--- config.mk ---
export PLATFORM = sky130hd
export DESIGN_NAME = rws_ctrl
export DESIGN_NICKNAME = d
export VERILOG_FILES = /design/src/include/rws_pkg.sv /design/src/design/rws_ctrl.sv /design/src/design/rws_por.sv /design/src/design/rws_strap.sv
export SDC_FILE = /design/constraint.sdc
export NUM_CORES = 1
export LEC_CHECK = 0
export BUFFER_PORTS_ARGS = -buffer_cell sky130_fd_sc_hd__buf_2
export CORE_UTILIZATION = 30
export CTS_CLUSTER_SIZE = 28
export DETAILED_ROUTE_END_ITERATION = 8
export GPL_TIMING_DRIVEN = 0
export PLACE_DENSITY = 0.52
export REMOVE_ABC_BUFFERS = 1
export SYNTH_ARGS = -nofsm -noshare
export SYNTH_HDL_FRONTEND = slang
export SYNTH_SLANG_ARGS = --single-unit
--- constraint.sdc ---
create_clock -name REF_CLK -period 1.2 [get_ports REF_CLK]
set_clock_uncertainty 0.15 [all_clocks]
set_input_delay 0.24 -clock REF_CLK [delete_from_list [all_inputs] [get_ports REF_CLK]]
set_output_delay 0.24 -clock REF_CLK [all_outputs]
set_load 0.01 [all_outputs]
--- src/include/rws_pkg.sv ---
package rws_pkg;
  localparam int unsigned REF_CLK_HZ = 25_000_000;
  localparam int unsigned POR_TIME_NS = 1000;
  localparam int unsigned POR_CYCLES =
    (POR_TIME_NS * (REF_CLK_HZ / 1_000_000) + 999) / 1000;
  localparam int unsigned POR_CNT_W = 6;
  localparam logic SPEED_STRAP_RST = 1'b1;
  localparam logic XOVER_STRAP_RST = 1'b0;
  localparam logic SPEED_10M = 1'b0;
  localparam logic SPEED_100M = 1'b1;
  localparam logic DUPLEX_HALF = 1'b0;
  typedef enum logic [1:0] {RWS_POR, RWS_LOCKED, RWS_OPEN} rws_acc_t;
endpackage : rws_pkg

--- src/design/rws_ctrl.sv ---
`timescale 1ns/10ps
`default_nettype none
module rws_ctrl
  import rws_pkg::*;
(
  input wire logic REF_CLK,
  input wire logic RESETN,
  input wire logic CHIP_SELECT_LOW,
  input wire logic WRITE_STROBE_LOW,
  input wire logic READ_STROBE_LOW,
  input wire logic SPEED_STRAP,
  input wire logic CROSSOVER_AUTO_STRAP,
  input wire logic WAKE_ENABLE,
  input wire logic WAKE_POLARITY_HIGH,
  input wire logic WAKE_OPEN_DRAIN,
  input wire logic WAKE_EVENT,
  input wire logic WAKE_CLEAR,
  input wire logic SLEEP_REQ,
  output logic CORE_RESET_LOW,
  output logic WRITE_ACCEPT,
  output logic WRITES_ENABLED,
  output logic IN_SLEEP,
  output logic WAKE_INDICATOR_OUT_O,
  output logic WAKE_INDICATOR_OUT_OE,
  output logic DEFAULT_SPEED_100,
  output logic DEFAULT_FULL_DUPLEX,
  output logic DEFAULT_AUTONEG,
  output logic CROSSOVER_AUTO_EN
);
  ////////////////////////////////////////////////////////////////////////
  // Reset and straps
  logic rst_n;
  logic speed_w;
  logic xover_w;
  rws_por u_por (
    .clk(REF_CLK),
    .resetn(RESETN),
    .rst_n_out(rst_n)
  );
  rws_strap u_strap (
    .clk(REF_CLK),
    .rst_n(rst_n),
    .speed_pin(SPEED_STRAP),
    .xover_pin(CROSSOVER_AUTO_STRAP),
    .speed_q(speed_w),
    .xover_q(xover_w)
  );
  ////////////////////////////////////////////////////////////////////////
  // Host access decode
  wire wr_cyc = !CHIP_SELECT_LOW && !WRITE_STROBE_LOW;
  wire rd_cyc = !CHIP_SELECT_LOW && !READ_STROBE_LOW;
  logic wr_dly_q;
  wire wr_edge = wr_cyc && !wr_dly_q;
  rws_acc_t acc_q;
  rws_acc_t acc_d;
  logic sleep_q;
  logic sleep_d;
  // Wake write is swallowed; the unlock read must follow it
  wire wake_wr = sleep_q && wr_edge;
  assign sleep_d = wake_wr ? 1'b0 : ((SLEEP_REQ && !sleep_q) ? 1'b1 : sleep_q);
  always_comb begin
    acc_d = acc_q;
    unique case (acc_q)
      RWS_POR: acc_d = RWS_LOCKED;
      RWS_LOCKED: if (rd_cyc && !sleep_q) acc_d = RWS_OPEN;
      RWS_OPEN: if (SLEEP_REQ || sleep_q) acc_d = RWS_LOCKED;
      default: acc_d = RWS_LOCKED;
    endcase
  end
  wire wr_ok = wr_edge && !sleep_q && (acc_q == RWS_OPEN);
  ////////////////////////////////////////////////////////////////////////
  // Wake indicator; latched event never clears sleep by itself
  logic pend_q;
  wire pend_d = (WAKE_ENABLE && WAKE_EVENT) ? 1'b1 :
    (WAKE_CLEAR || !WAKE_ENABLE) ? 1'b0 : pend_q;
  wire level_w = pend_q ~^ WAKE_POLARITY_HIGH;
  wire oe_w = WAKE_OPEN_DRAIN ? (level_w == 1'b0) : 1'b1;
  ////////////////////////////////////////////////////////////////////////
  always_ff @(posedge REF_CLK or negedge rst_n) begin
    if (!rst_n) begin
      wr_dly_q <= 1'b0;
      acc_q <= RWS_POR;
      sleep_q <= 1'b0;
      pend_q <= 1'b0;
      CORE_RESET_LOW <= 1'b0;
      WRITE_ACCEPT <= 1'b0;
      WRITES_ENABLED <= 1'b0;
      IN_SLEEP <= 1'b0;
      WAKE_INDICATOR_OUT_O <= 1'b0;
      WAKE_INDICATOR_OUT_OE <= 1'b0;
    end else begin
      wr_dly_q <= wr_cyc;
      acc_q <= acc_d;
      sleep_q <= sleep_d;
      pend_q <= pend_d;
      CORE_RESET_LOW <= 1'b1;
      WRITE_ACCEPT <= wr_ok;
      WRITES_ENABLED <= (acc_d == RWS_OPEN);
      IN_SLEEP <= sleep_d;
      WAKE_INDICATOR_OUT_O <= level_w;
      WAKE_INDICATOR_OUT_OE <= oe_w;
    end
  end
  // Defaults follow captured strap; duplex is always half
  always_ff @(posedge REF_CLK or negedge rst_n) begin
    if (!rst_n) begin
      DEFAULT_SPEED_100 <= SPEED_100M;
      DEFAULT_FULL_DUPLEX <= DUPLEX_HALF;
      DEFAULT_AUTONEG <= 1'b1;
      CROSSOVER_AUTO_EN <= XOVER_STRAP_RST;
    end else begin
      DEFAULT_SPEED_100 <= speed_w ? SPEED_100M : SPEED_10M;
      DEFAULT_FULL_DUPLEX <= DUPLEX_HALF;
      DEFAULT_AUTONEG <= speed_w;
      CROSSOVER_AUTO_EN <= xover_w;
    end
  end
  ////////////////////////////////////////////////////////////////////////
  // Checks
  property p_no_wr_locked;
    @(posedge REF_CLK) disable iff (!rst_n)
      (acc_q != RWS_OPEN) |=> !WRITE_ACCEPT;
  endproperty
  a_no_wr_locked: assert property (p_no_wr_locked)
    else $error("write accepted before unlock read");
  property p_wake_exit;
    @(posedge REF_CLK) disable iff (!rst_n)
      (sleep_q && wr_edge) |=> !sleep_q;
  endproperty
  a_wake_exit: assert property (p_wake_exit)
    else $error("write did not wake device");
  property p_event_no_wake;
    @(posedge REF_CLK) disable iff (!rst_n)
      (sleep_q && !wr_edge) |=> sleep_q;
  endproperty
  a_event_no_wake: assert property (p_event_no_wake)
    else $error("left sleep without host write");
  property p_wake_assert;
    @(posedge REF_CLK) disable iff (!rst_n)
      (WAKE_ENABLE && WAKE_EVENT) |=> ##1 (WAKE_INDICATOR_OUT_O ==
        WAKE_POLARITY_HIGH);
  endproperty
  a_wake_assert: assert property (p_wake_assert)
    else $error("wake indicator not asserted");
  property p_od;
    @(posedge REF_CLK) disable iff (!rst_n)
      $past(WAKE_OPEN_DRAIN) |-> !(WAKE_INDICATOR_OUT_OE &&
        WAKE_INDICATOR_OUT_O);
  endproperty
  a_od: assert property (p_od)
    else $error("open-drain output driven high");
  property p_strap_hold;
    @(posedge REF_CLK) disable iff (!rst_n)
      ($past(acc_q) != RWS_POR && acc_q != RWS_POR) |-> $stable(speed_w)
        && $stable(xover_w);
  endproperty
  a_strap_hold: assert property (p_strap_hold)
    else $error("strap changed after capture");
  property p_speed_map;
    @(posedge REF_CLK) disable iff (!rst_n)
      (acc_q != RWS_POR) |=> (DEFAULT_AUTONEG == DEFAULT_SPEED_100)
        && !DEFAULT_FULL_DUPLEX;
  endproperty
  a_speed_map: assert property (p_speed_map)
    else $error("default settings mismatch");
  property p_xover;
    @(posedge REF_CLK) disable iff (!rst_n)
      (acc_q != RWS_POR) |=> (CROSSOVER_AUTO_EN == $past(xover_w));
  endproperty
  a_xover: assert property (p_xover)
    else $error("crossover enable mismatch");
  property p_cs_qual;
    @(posedge REF_CLK) disable iff (!rst_n)
      CHIP_SELECT_LOW |=> !WRITE_ACCEPT;
  endproperty
  a_cs_qual: assert property (p_cs_qual)
    else $error("write without chip select");
  ////////////////////////////////////////////////////////////////////////
  // Lock, wake and strap corners; cheap to keep, hard to hit by hand
  property p_accept_pulse;
    @(posedge REF_CLK) disable iff (!rst_n)
      WRITE_ACCEPT |=> !WRITE_ACCEPT;
  endproperty
  a_accept_pulse: assert property (p_accept_pulse)
    else $error("write accept longer than one cycle");
  property p_accept_strobe;
    @(posedge REF_CLK) disable iff (!rst_n)
      $past(WRITE_STROBE_LOW) |-> !WRITE_ACCEPT;
  endproperty
  a_accept_strobe: assert property (p_accept_strobe)
    else $error("write accepted without write strobe");
  property p_read_unlock;
    @(posedge REF_CLK) disable iff (!rst_n)
      (acc_q == RWS_LOCKED && rd_cyc && !sleep_q) |=> WRITES_ENABLED;
  endproperty
  a_read_unlock: assert property (p_read_unlock)
    else $error("read did not unlock writes");
  property p_sleep_shut;
    @(posedge REF_CLK) disable iff (!rst_n)
      sleep_q |=> !WRITES_ENABLED;
  endproperty
  a_sleep_shut: assert property (p_sleep_shut)
    else $error("writes enabled while asleep");
  property p_no_open_in_sleep;
    @(posedge REF_CLK) disable iff (!rst_n)
      sleep_q |=> (acc_q != RWS_OPEN);
  endproperty
  a_no_open_in_sleep: assert property (p_no_open_in_sleep)
    else $error("access open while asleep");
  property p_wake_relock;
    @(posedge REF_CLK) disable iff (!rst_n)
      (sleep_q && wr_edge) |=> !WRITE_ACCEPT && !WRITES_ENABLED;
  endproperty
  a_wake_relock: assert property (p_wake_relock)
    else $error("wake write was carried out");
  property p_sleep_req_lock;
    @(posedge REF_CLK) disable iff (!rst_n)
      (SLEEP_REQ && acc_q == RWS_OPEN) |=> !WRITES_ENABLED;
  endproperty
  a_sleep_req_lock: assert property (p_sleep_req_lock)
    else $error("writes still enabled after sleep request");
  property p_accept_awake;
    @(posedge REF_CLK) disable iff (!rst_n)
      WRITE_ACCEPT |-> !$past(sleep_q);
  endproperty
  a_accept_awake: assert property (p_accept_awake)
    else $error("write accepted while asleep");
  property p_sleep_enter;
    @(posedge REF_CLK) disable iff (!rst_n)
      (SLEEP_REQ && !sleep_q) |=> IN_SLEEP;
  endproperty
  a_sleep_enter: assert property (p_sleep_enter)
    else $error("sleep request not taken");
  property p_evt_no_wake;
    @(posedge REF_CLK) disable iff (!rst_n)
      (sleep_q && WAKE_EVENT && !wr_edge) |=> sleep_q;
  endproperty
  a_evt_no_wake: assert property (p_evt_no_wake)
    else $error("wake event left sleep by itself");
  property p_ind_no_wake;
    @(posedge REF_CLK) disable iff (!rst_n)
      (sleep_q && pend_q && !wr_edge) |=> sleep_q;
  endproperty
  a_ind_no_wake: assert property (p_ind_no_wake)
    else $error("wake indicator left sleep by itself");
  property p_evt_latch;
    @(posedge REF_CLK) disable iff (!rst_n)
      (WAKE_ENABLE && WAKE_EVENT) |=> pend_q;
  endproperty
  a_evt_latch: assert property (p_evt_latch)
    else $error("wake event not latched");
  property p_clear;
    @(posedge REF_CLK) disable iff (!rst_n)
      (WAKE_CLEAR && !(WAKE_ENABLE && WAKE_EVENT)) |=> !pend_q;
  endproperty
  a_clear: assert property (p_clear)
    else $error("wake event not cleared");
  property p_pp_drive;
    @(posedge REF_CLK) disable iff (!rst_n)
      (CORE_RESET_LOW && !$past(WAKE_OPEN_DRAIN)) |-> WAKE_INDICATOR_OUT_OE;
  endproperty
  a_pp_drive: assert property (p_pp_drive)
    else $error("push-pull indicator not driven");
  property p_ind_idle;
    @(posedge REF_CLK) disable iff (!rst_n)
      !WAKE_ENABLE |=> ##1 (WAKE_INDICATOR_OUT_O !=
        $past(WAKE_POLARITY_HIGH));
  endproperty
  a_ind_idle: assert property (p_ind_idle)
    else $error("indicator asserted while disabled");
  property p_core_up;
    @(posedge REF_CLK) disable iff (!rst_n)
      !CORE_RESET_LOW |=> CORE_RESET_LOW;
  endproperty
  a_core_up: assert property (p_core_up)
    else $error("core reset held after internal release");
  property p_half_only;
    @(posedge REF_CLK) disable iff (!rst_n)
      !DEFAULT_FULL_DUPLEX;
  endproperty
  a_half_only: assert property (p_half_only)
    else $error("full duplex default selected");
  property p_speed_follow;
    @(posedge REF_CLK) disable iff (!rst_n)
      (acc_q != RWS_POR) |=> (DEFAULT_SPEED_100 == $past(speed_w));
  endproperty
  a_speed_follow: assert property (p_speed_follow)
    else $error("default speed does not follow strap");
  property p_autoneg_follow;
    @(posedge REF_CLK) disable iff (!rst_n)
      (acc_q != RWS_POR) |=> (DEFAULT_AUTONEG == $past(speed_w));
  endproperty
  a_autoneg_follow: assert property (p_autoneg_follow)
    else $error("default negotiation does not follow strap");
  c_sleep_evt: cover property (@(posedge REF_CLK) disable iff (!rst_n)
    sleep_q && pend_q);
  c_od_drive: cover property (@(posedge REF_CLK) disable iff (!rst_n)
    WAKE_OPEN_DRAIN && WAKE_INDICATOR_OUT_OE);
  c_unlock: cover property (@(posedge REF_CLK) disable iff (!rst_n)
    acc_q == RWS_LOCKED ##1 acc_q == RWS_OPEN);
  c_wake: cover property (@(posedge REF_CLK) disable iff (!rst_n)
    sleep_q ##1 !sleep_q);
  c_write: cover property (@(posedge REF_CLK) disable iff (!rst_n)
    WRITE_ACCEPT);
endmodule : rws_ctrl
`default_nettype wire

--- src/design/rws_por.sv ---
`timescale 1ns/10ps
`default_nettype none
module rws_por
  import rws_pkg::*;
#(
  parameter int unsigned CYCLES = POR_CYCLES
) (
  input wire logic clk,
  input wire logic resetn,
  output logic rst_n_out
);
  logic [POR_CNT_W-1:0] cnt_q;
  logic [POR_CNT_W-1:0] cnt_d;
  logic done_w;
  // Internal reset holds until the count expires
  assign done_w = (cnt_q >= POR_CNT_W'(CYCLES));
  assign cnt_d = done_w ? cnt_q : cnt_q + POR_CNT_W'(1);
  always_ff @(posedge clk or negedge resetn) begin
    if (!resetn) begin
      cnt_q <= '0;
      rst_n_out <= 1'b0;
    end else begin
      cnt_q <= cnt_d;
      rst_n_out <= done_w;
    end
  end
endmodule : rws_por
`default_nettype wire

--- src/design/rws_strap.sv ---
`timescale 1ns/10ps
`default_nettype none
module rws_strap
  import rws_pkg::*;
(
  input wire logic clk,
  input wire logic rst_n,
  input wire logic speed_pin,
  input wire logic xover_pin,
  output logic speed_q,
  output logic xover_q
);
  logic taken_q;
  // Capture on first clock after release, never again
  always_ff @(posedge clk or negedge rst_n) begin
    if (!rst_n) begin
      taken_q <= 1'b0;
      speed_q <= SPEED_STRAP_RST;
      xover_q <= XOVER_STRAP_RST;
    end else if (!taken_q) begin
      taken_q <= 1'b1;
      speed_q <= speed_pin;
      xover_q <= xover_pin;
    end
  end
endmodule : rws_strap
`default_nettype wire

# Yosys cells after proc, flatten, opt, wreduce, memory -nomap -nowiden

Index checks and enable logic that the tools add are counted.

$add $sub $neg: 1
Multiply operators: 0
Div/mod/pow operators: 0
Order comparisons: 1
Equality and inequality tests: 3
Shift-type cells: 0
Mux-type cells: 9
Bitwise gates (word level): 2
Reduce and logical (&&, ||, !) cells: 19

Operators with widths:

| operator                                                                             | number |
|---|---|
| 1-bit logical AND                                                                    | 9 |
| 6-bit by 1-bit adder with 6-bit output (second input constant)                       | 1 |
| 6-bit by 5-bit greater-or-equal comparator with 1-bit output (second input constant) | 1 |
| 1-bit logical NOT                                                                    | 6 |
| 1-bit 2-to-1 mux                                                                     | 6 |
| 2-bit equality test (second input constant)                                          | 2 |
| 2-bit 2-to-1 mux                                                                     | 2 |
| 2-bit case mux with 2 select lines                                                   | 1 |
| 2-bit nonzero test                                                                   | 2 |
| 2-bit by 1-bit equality test with 1-bit output (second input constant)               | 1 |
| 1-bit logical OR                                                                     | 2 |
| 1-bit NOT                                                                            | 1 |
| 1-bit bitwise XNOR                                                                   | 1 |

Flip-flop bits (word level): 22
Bits in latches: 0
RAM bits: 0
Memory bits (read-only): 0
Output and inout bits: 10
Word-level logic and storage cells: 51
Memories: 0

# Longest topological paths before layout

Gate-level depths: netlist of the first run.

Depth after elaboration: 6
Depth in mapped cells: 5
Gate-level depth less buffers: 5

# Cells and area by module

From an unflattened synthesis of the first run, not the netlist that was laid out.

Cells, all modules: 73
Area, all modules: 924.6 um^2

Modules (own cells, without submodules):

| module    | instances | cells an instance | area an instance (um^2) | sequential area each (um^2) |
|---|---|---|---|---|
| rws_ctrl  | 1         | 39                | 471.7                   | 301.5 |
| rws_por   | 1         | 28                | 350.3                   | 175.2 |
| rws_strap | 1         | 6                 | 102.6                   | 76.3 |

# Worst setup path after synthesis of the first run

Ideal clock, no wire load.

Path type: reg2reg
Start point: register u_por.cnt_q[0]
End point: register u_por.cnt_q[1]
Library setup time: 0.125 ns
Arrival: 1.251 ns
Setup slack: -0.326 ns
Cell stages (with the launch flop): 6
Clock period less this slack: 1.526 ns
Cells stage by stage: dfrtp_1 -> inv_1 -> ha_1 -> nor2b_1 -> a22o_1 -> mux2_4

Word-level cells in the longest chain between the ends: 1

RTL lines:

| what                                                                                                                   | RTL line                     | text |
|---|---|---|
| from (decl)                                                                                                            | rws_por.sv:12                | `logic [POR_CNT_W-1:0] cnt_q;` |
| from (signal assigned)                                                                                                 | rws_por.sv:23                | `cnt_q <= cnt_d;` |
| 6-bit by 1-bit adder with 6-bit output or 6-bit by 5-bit greater-or-equal comparator with 1-bit output (tied branches) | rws_por.sv:17, rws_por.sv:16 |  |

Several ways; a longest one is shown, not always the timed one.
A chain may end at the register's enable or synchronous reset.

# Worst setup path after layout of the first run

Ends and elaborated chain as after synthesis.

==> results.sh, run 1 <==
export IMPL_power_density_mw_per_mm2=1140
export IMPL_synth_cells=72
export IMPL_layout_cells_non_filler=149
export IMPL_ir_drop_mv=1.02
export IMPL_grt_overflow_total=0
export IMPL_fin_ws_ns=-0.317
export IMPL_path_cells="inv_2, ha_4, nor2b_4, a22o_4, mux2_4"
export IMPL_clk_pin_slew_ns=0.12
export IMPL_critPathSlowestCell="dfrtp_1"
export IMPL_fin_area_mm2=0.00138
export IMPL_hold_path_class="reg -> async"
export IMPL_root_buffer="clkbuf_4"
export IMPL_drt_initial_drc_count=19
export IMPL_end_kind="flip-flop"
export IMPL_die_y_um=56.1
export IMPL_grt_first_pass_wirelength_um=2790
export IMPL_drt_pass1_iter_count=3
export IMPL_drive_gt1_share_pct=55.9
export IMPL_finalSetupTns_ns=-1.54
export IMPL_layout_nets=137
export IMPL_antenna_found_initial=0
export IMPL_worst_setup_path_type="reg -> reg"
export IMPL_cts_sinks=21
export IMPL_syn_to_final_growth_pct=56.6
export IMPL_rows=19
export IMPL_violations="setup timing"
export IMPL_coreArea_mm2=0.00276
export IMPL_rsz0062_at_grt="true"
export IMPL_wl_um=1800
export IMPL_period_needed_ns=1.52
export IMPL_start_util_pct=31.9
export IMPL_status="complete, but fails checks"
export IMPL_cp_max_fo=3
export IMPL_drv_slew=0
export IMPL_slew_headroom_pct=63.0
export IMPL_cts_buffers=3
export IMPL_synth_cell_types=27
export IMPL_clk_latency_ns=0.30
export IMPL_fp_dieW_um=56.1
export IMPL_yosysTopAreaCell="dfrtp_1"
export IMPL_yosysSeqAreaShare_pct=60.0
export IMPL_gp_congestion=0.732
export IMPL_arrival_ns=1.56
export IMPL_max_freq_mhz=659
export IMPL_cts_tree="built"
export IMPL_start_kind="flip-flop"
export IMPL_drc=0
export IMPL_register_area_um2=529
export IMPL_place_area_mm2=0.00100
export IMPL_place_hpwl_um=1000
export IMPL_synth_area_leaders="dfrtp_1 54%, ha_1 7.1%, dfstp_2 6.0%, inv_1 3.0%, mux2_2 2.6%"
export IMPL_grt_pass1_vias=650
export IMPL_syn_area_um2=880
export IMPL_io_buffers=21
export IMPL_synth_top_area_share_pct=54.1
export IMPL_clock_tree_buffer_depth=2
export IMPL_timing_hold_violations_final=0
export IMPL_track_usage_pct=11.7
export IMPL_avgRoutedWirePerCell_um=12.1
export IMPL_required_ns=1.25
export IMPL_setup_viol=13
export IMPL_vias=683
export IMPL_die_area_mm2=0.00315
export IMPL_multiInputGateArea_um2=422
export IMPL_htreeDepth=1
export IMPL_tightest_slew_ns=0.554
export IMPL_dp_cells=121
export IMPL_drv_cap=0
export IMPL_avgSynthCellArea_um2=12.2
export IMPL_fillers=257
export IMPL_grt_max_degree=15
export IMPL_diodes=0
export IMPL_cp_slowest_stage_delay_ns=0.41
export IMPL_num_io_pins=23
export IMPL_synth_seq_cells=21
export IMPL_p_leak_nw=0.630
export IMPL_via_per_inst=4.58
export IMPL_dp_slack_ns=-0.460
export IMPL_post_route_period_util_pct=126
export IMPL_synth_warnings=0
export IMPL_antenna_left=0
-- layout make-up --
class,count,area share (%)
Clock inverter,1,0.363
Tap cell,31,2.82
Sequential cell,21,38.4
Clock buffer,3,1.63
Inverter,7,1.91
Multi-Input combinational cell,41,30.6
Timing Repair Buffer,45,24.3
-- metrics by stage --
step | total power, W | hold WS (ns) | util (%)
floorplan | 0.000961 | -0.206 | -
global placement | 0.00103 | -0.0672 | 36.4
detailed placement | 0.00104 | -0.0663 | 36.4
CTS | 0.00152 | 0.000957 | 47.1
global route | 0.00166 | 0.0653 | 50.0
finish | 0.00157 | 0.0769 | 50.0
-- report_power, final --
| group | internal (W) | total (W) | switching, W |
|---|---|---|---|
| clock network | 0.000124 | 0.000338 | 0.000213 |
| registers | 0.000768 | 0.000815 | 0.0000472 |
| logic | 0.000229 | 0.000419 | 0.000191 |
-- Yosys cell counts --
master    count
and3b_2       1
o21a_1        2
ha_1          5
a21oi_2       1
a21oi_1       3
o21ai_0       1
nor2_1        4
conb_1        2
nor3b_2       1
inv_1         7
nor3_1        4
mux2_2        2
o211a_1       1
a22o_1        1
a41o_1        1
or3_1         1
buf_4         2
clkbuf_1      1
nand4_1       1
xnor2_1       2
a31oi_1       1
nand2_1       3
dfrtp_1      19
nand4b_1      1
nor2b_1       2
dfstp_2       2
mux2_4        1
-- layer usage --
| metal | GRT usage [%] | vias up | part of all wire [%] |
|---|---|---|---|
| met3 | 5.12 | 2 | 4.1 |
| li1 | - | 330 | - |
| met4 | 2.09 | 0 | 0.61 |
| met1 | 12.5 | 337 | 38 |
| met5 | 0 | - | 0 |
| met2 | 21.3 | 14 | 58 |
-- placed cells by master (no fill, tap or decap), drive strengths merged, types with 2 or more instances in the layout --
master | synthesis | layout
buf | 2 | 36
dfrtp | 19 | 19
dlygate4sd3 | 0 | 9
inv | 7 | 7
ha | 5 | 5
nor2 | 4 | 4
a21oi | 4 | 4
nor3 | 4 | 4
nand2 | 3 | 3
clkbuf | 1 | 3
mux2 | 3 | 3
conb | 2 | 2
dfstp | 2 | 2
xnor2 | 2 | 2
o21a | 2 | 2
nor2b | 2 | 2
-- registers in the layout, indices dropped and copies added, names as in the netlist --
name / cells
wr_dly_q: 1
CROSSOVER_AUTO_EN: 1
CORE_RESET_LOW: 1
u_strap.speed_q: 1
DEFAULT_AUTONEG: 1
WRITE_ACCEPT: 1
pend_q: 1
u_por.rst_n_out: 1
WRITES_ENABLED: 1
u_strap.xover_q: 1
u_por.cnt_q: 6
WAKE_INDICATOR_OUT_OE: 1
sleep_q: 1
WAKE_INDICATOR_OUT_O: 1
acc_q: 2
-- kinds of logic after synthesis --
| logic type | synth area share (%) |
|---|---|
| AOI/OAI and AO/OA | 8.96 |
| DFF | 60.0 |
| xor gates and xnor gates | 1.99 |
| adders and majority gates | 7.11 |
| other | 0.854 |
| muxes | 4.27 |
| and+or+nand+nor | 11.7 |
| buffers and inverters | 5.12 |
-- critical path, delay by kind of cell, from the launching register on --
kind            cells  cell delay (ns)
mux                 1             0.30
fa+ha+maj           1             0.15
buf+inv             1             0.06
flops               1             0.41
compound gates      1             0.23
simple gates        1             0.12
-- worst paths after layout --
kind	from	end	slack, ns	depth (start not counted)
max	u_por.cnt_q[0]	u_por.cnt_q[1]	-0.32	5
min	u_por.rst_n_out	sleep_q	0.08	0
max reg2reg	u_por.cnt_q[0]	u_por.cnt_q[1]	-0.32	5
min reg2reg	u_por.rst_n_out	sleep_q	0.08	0
max in group asynchronous	u_por.rst_n_out	acc_q[1]	0.43	0
min in group REF_CLK	WAKE_CLEAR	pend_q	0.08	3
-- what timing repair did --
item,CTS,global route
endpoints found under the hold margin,12,1
gates resized for setup,24,9
setup endpoints to repair,16,18
pin swaps,8,5
buffers inserted,12,4
hold buffers,8,1
gates cloned,0,0
(Power assumes the default switching activity.)
==> run 2: changes to the inputs <==
--- a/config.mk
+++ b/config.mk
@@ -14,4 +14,5 @@
 export REMOVE_ABC_BUFFERS = 1
 export SYNTH_ARGS = -nofsm -noshare
 export SYNTH_HDL_FRONTEND = slang
+export SYNTH_HIERARCHICAL = 1
 export SYNTH_SLANG_ARGS = --single-unit
==> results.sh, run 2 <==
export IMPL_status="complete, but fails checks"
export IMPL_violations="DRC, setup timing"
export IMPL_synth_area_leaders="dfrtp_1 54%, ha_1 6.8%, dfstp_2 5.7%, inv_1 2.4%, mux2_2 2.4%"
export IMPL_critPathSlowestCell="dfrtp_1"
export IMPL_via_per_inst=4.53
export IMPL_synth_flop_cell="dfrtp_1"
export IMPL_post_route_period_util_pct=130
export IMPL_yosysTopAreaCell="dfrtp_1"
export IMPL_timing_hold_violations_final=0
export IMPL_finish_utilization_pct=48.2
export IMPL_io_buffers=21
export IMPL_setup_viol=18
export IMPL_reg_top3="u_por/cnt_q: 6 flops, acc_q: 2 flops"
export IMPL_place_hpwl_um=1020
export IMPL_synth_cell_types=30
export IMPL_avgSynthCellArea_um2=12.7
export IMPL_diodes=0
export IMPL_max_freq_mhz=639
export IMPL_drc=1
export IMPL_synth_edf_count=0
export IMPL_fin_ws_ns=-0.364
export IMPL_synth_seq_cells=22
export IMPL_ir_drop_mv=0.518
export IMPL_rsz0062_at_grt="true"
export IMPL_synth_top_area_share_pct=54.1
export IMPL_avgRoutedWirePerCell_um=12.4
export IMPL_hold_path_class="in -> reg"
export IMPL_syn_to_final_growth_pct=47.5
export IMPL_grt_max_degree=16
export IMPL_die_y_um=57.5
export IMPL_drv_slew=0
export IMPL_gp_congestion=0.721
export IMPL_drive_gt1_share_pct=53.8
export IMPL_dr_wl_met2_um=996
export IMPL_num_io_pins=23
export IMPL_grt_first_pass_wirelength_um=2860
export IMPL_die_area_mm2=0.00331
export IMPL_rows=19
export IMPL_p_leak_nw=0.641
export IMPL_regMostFlops="u_por/cnt_q"
export IMPL_grt_overflow_total=0
export IMPL_routed_top_layer="met4"
export IMPL_slew_headroom_pct=60.2
export IMPL_yosysMostFrequentCell="dfrtp_1"
export IMPL_required_ns=1.25
export IMPL_cts_buffers=3
export IMPL_fp_dieW_um=57.5
export IMPL_layout_nets=136
export IMPL_power_density_mw_per_mm2=1270
export IMPL_start_kind="flip-flop"
export IMPL_grt_pass1_vias=684
export IMPL_drv_cap=0
export IMPL_worst_setup_path_type="reg -> reg"
export IMPL_synth_warnings=6
export IMPL_clk_latency_ns=0.31
export IMPL_vias=670
export IMPL_synth_cells=73
export IMPL_largest_reg_flops=6
export IMPL_layout_common_cells="19 x dfrtp_1, 19 x buf_2, 14 x buf_4"
export IMPL_cts_sinks=22
export IMPL_cp_slowest_stage_delay_ns=0.41
export IMPL_synth_commonest_cells="20 x dfrtp_1, 6 x inv_1, 5 x ha_1, 5 x nor2_1"
export IMPL_yosysSeqAreaShare_pct=59.8
export IMPL_start_util_pct=32.7
export IMPL_path_cells="inv_2, ha_4, and2b_4, a22o_4, mux2_4"
export IMPL_ys_async_sr_fraction_pct=100
export IMPL_arrival_ns=1.61
export IMPL_syn_area_um2=925
export IMPL_antenna_found_initial=0
export IMPL_period_needed_ns=1.56
export IMPL_dp_slack_ns=-0.429
export IMPL_clock_tree_buffer_depth=2
export IMPL_tightest_slew_ns=0.597
export IMPL_drt_initial_drc_count=7
export IMPL_drt_pass1_iter_count=6
export IMPL_cts_tree="built"
export IMPL_root_buffer="clkbuf_4"
export IMPL_clk_pin_slew_ns=0.13
export IMPL_htreeDepth=1
export IMPL_cp_max_fo=2
export IMPL_antenna_left=0
export IMPL_routed_wl_met3_um=71
export IMPL_wl_met1_um=736
export IMPL_end_kind="flip-flop"
export IMPL_wl_um=1840
export IMPL_coreArea_mm2=0.00283
export IMPL_track_usage_pct=11.4
-- run 2: area by class of cell --
cell class | count | area (µm²)
fillers | 256 | 1470
flip-flops and latches | 22 | 554
multi-input cells | 42 | 393
repair buffers | 43 | 303
well taps | 31 | 38.8
clock inverters | 1 | 30.0
clock buffers | 3 | 22.5
inverters | 6 | 22.5
-- run 2: logic make-up (layout without fill, tap and decap cells) --
group,count (synthesis),in the layout,share of synthesized area (%)
AO/OA/AOI/OAI,10,10,9.07
XOR/XNOR,2,2,1.89
adder cells (fa/ha/maj),5,5,6.77
buffers and inverters,9,53,4.46
flip-flops,22,22,59.8
multiplexers,4,4,5.14
other,3,3,1.22
AND/OR/NAND/NOR,18,18,11.6
-- run 2: per-stage QoR --
| step | hold slack, ns | cell area [µm²] | cells | total power [W] | setup TNS [ns] |
|---|---|---|---|---|---|
| after floorplan | -0.206 | 906 | 70 | 0.000997 | -1.02 |
| final | 0.0166 | 1360 | 148 | 0.00173 | -2.08 |
| after detailed placement | -0.0700 | 1050 | 122 | 0.00108 | -1.45 |
| after CTS | 0.00650 | 1290 | 144 | 0.00172 | -1.99 |
| after global routing | 0.0237 | 1360 | 148 | 0.00180 | -2.84 |
| after global placement | -0.0711 | 1050 | 122 | 0.00107 | -1.39 |
-- run 2: repair_timing --
| action | 4_1_cts | 5_1_grt |
|---|---|---|
| setup buffers | 11 | 4 |
| pin swaps | 7 | 3 |
| setup endpoints to repair | 16 | 19 |
| gates resized for setup | 11 | 7 |
| hold buffers | 8 | 0 |
| hold endpoints to repair | 12 | 0 |
-- run 2: power breakdown --
part	internal, W	switching (W)	total (W)
clock	0.000337	0.000228	0.000565
sequential	0.000803	0.0000424	0.000845
combinational	0.000166	0.000156	0.000322
-- run 2: per-layer routing --
layer | global-route usage [%] | vias to the layer above
met5 | 0 | -
met2 | 20.6 | 18
met3 | 2.04 | 4
met1 | 13.1 | 323
li1 | - | 325
met4 | 5.23 | 0
-- run 2: path summary, 6_finish.rpt --
check | slack, ns | end | cells past startpoint | from
setup / recovery | -0.36 | u_por/cnt_q[1] | 5 | u_por/cnt_q[1]
setup reg to reg | -0.36 | u_por/cnt_q[1] | 5 | u_por/cnt_q[1]
hold / removal | 0.02 | u_strap/speed_q | 2 | SPEED_STRAP
min in group asynchronous | 0.09 | acc_q[1] | 0 | u_por/rst_n_out
hold reg to reg | 0.09 | acc_q[1] | 0 | u_por/rst_n_out
max in group asynchronous | 0.42 | WAKE_INDICATOR_OUT_OE | 0 | u_por/rst_n_out
-- run 2: worst max-delay path, delay by kind of cell, from the launching register on --
family          cells  cell delay [ns]
flops               1             0.41
mux                 1             0.29
compound gates      1             0.22
simple gates        1             0.18
fa+ha+maj           1             0.12
buf+inv             1             0.09
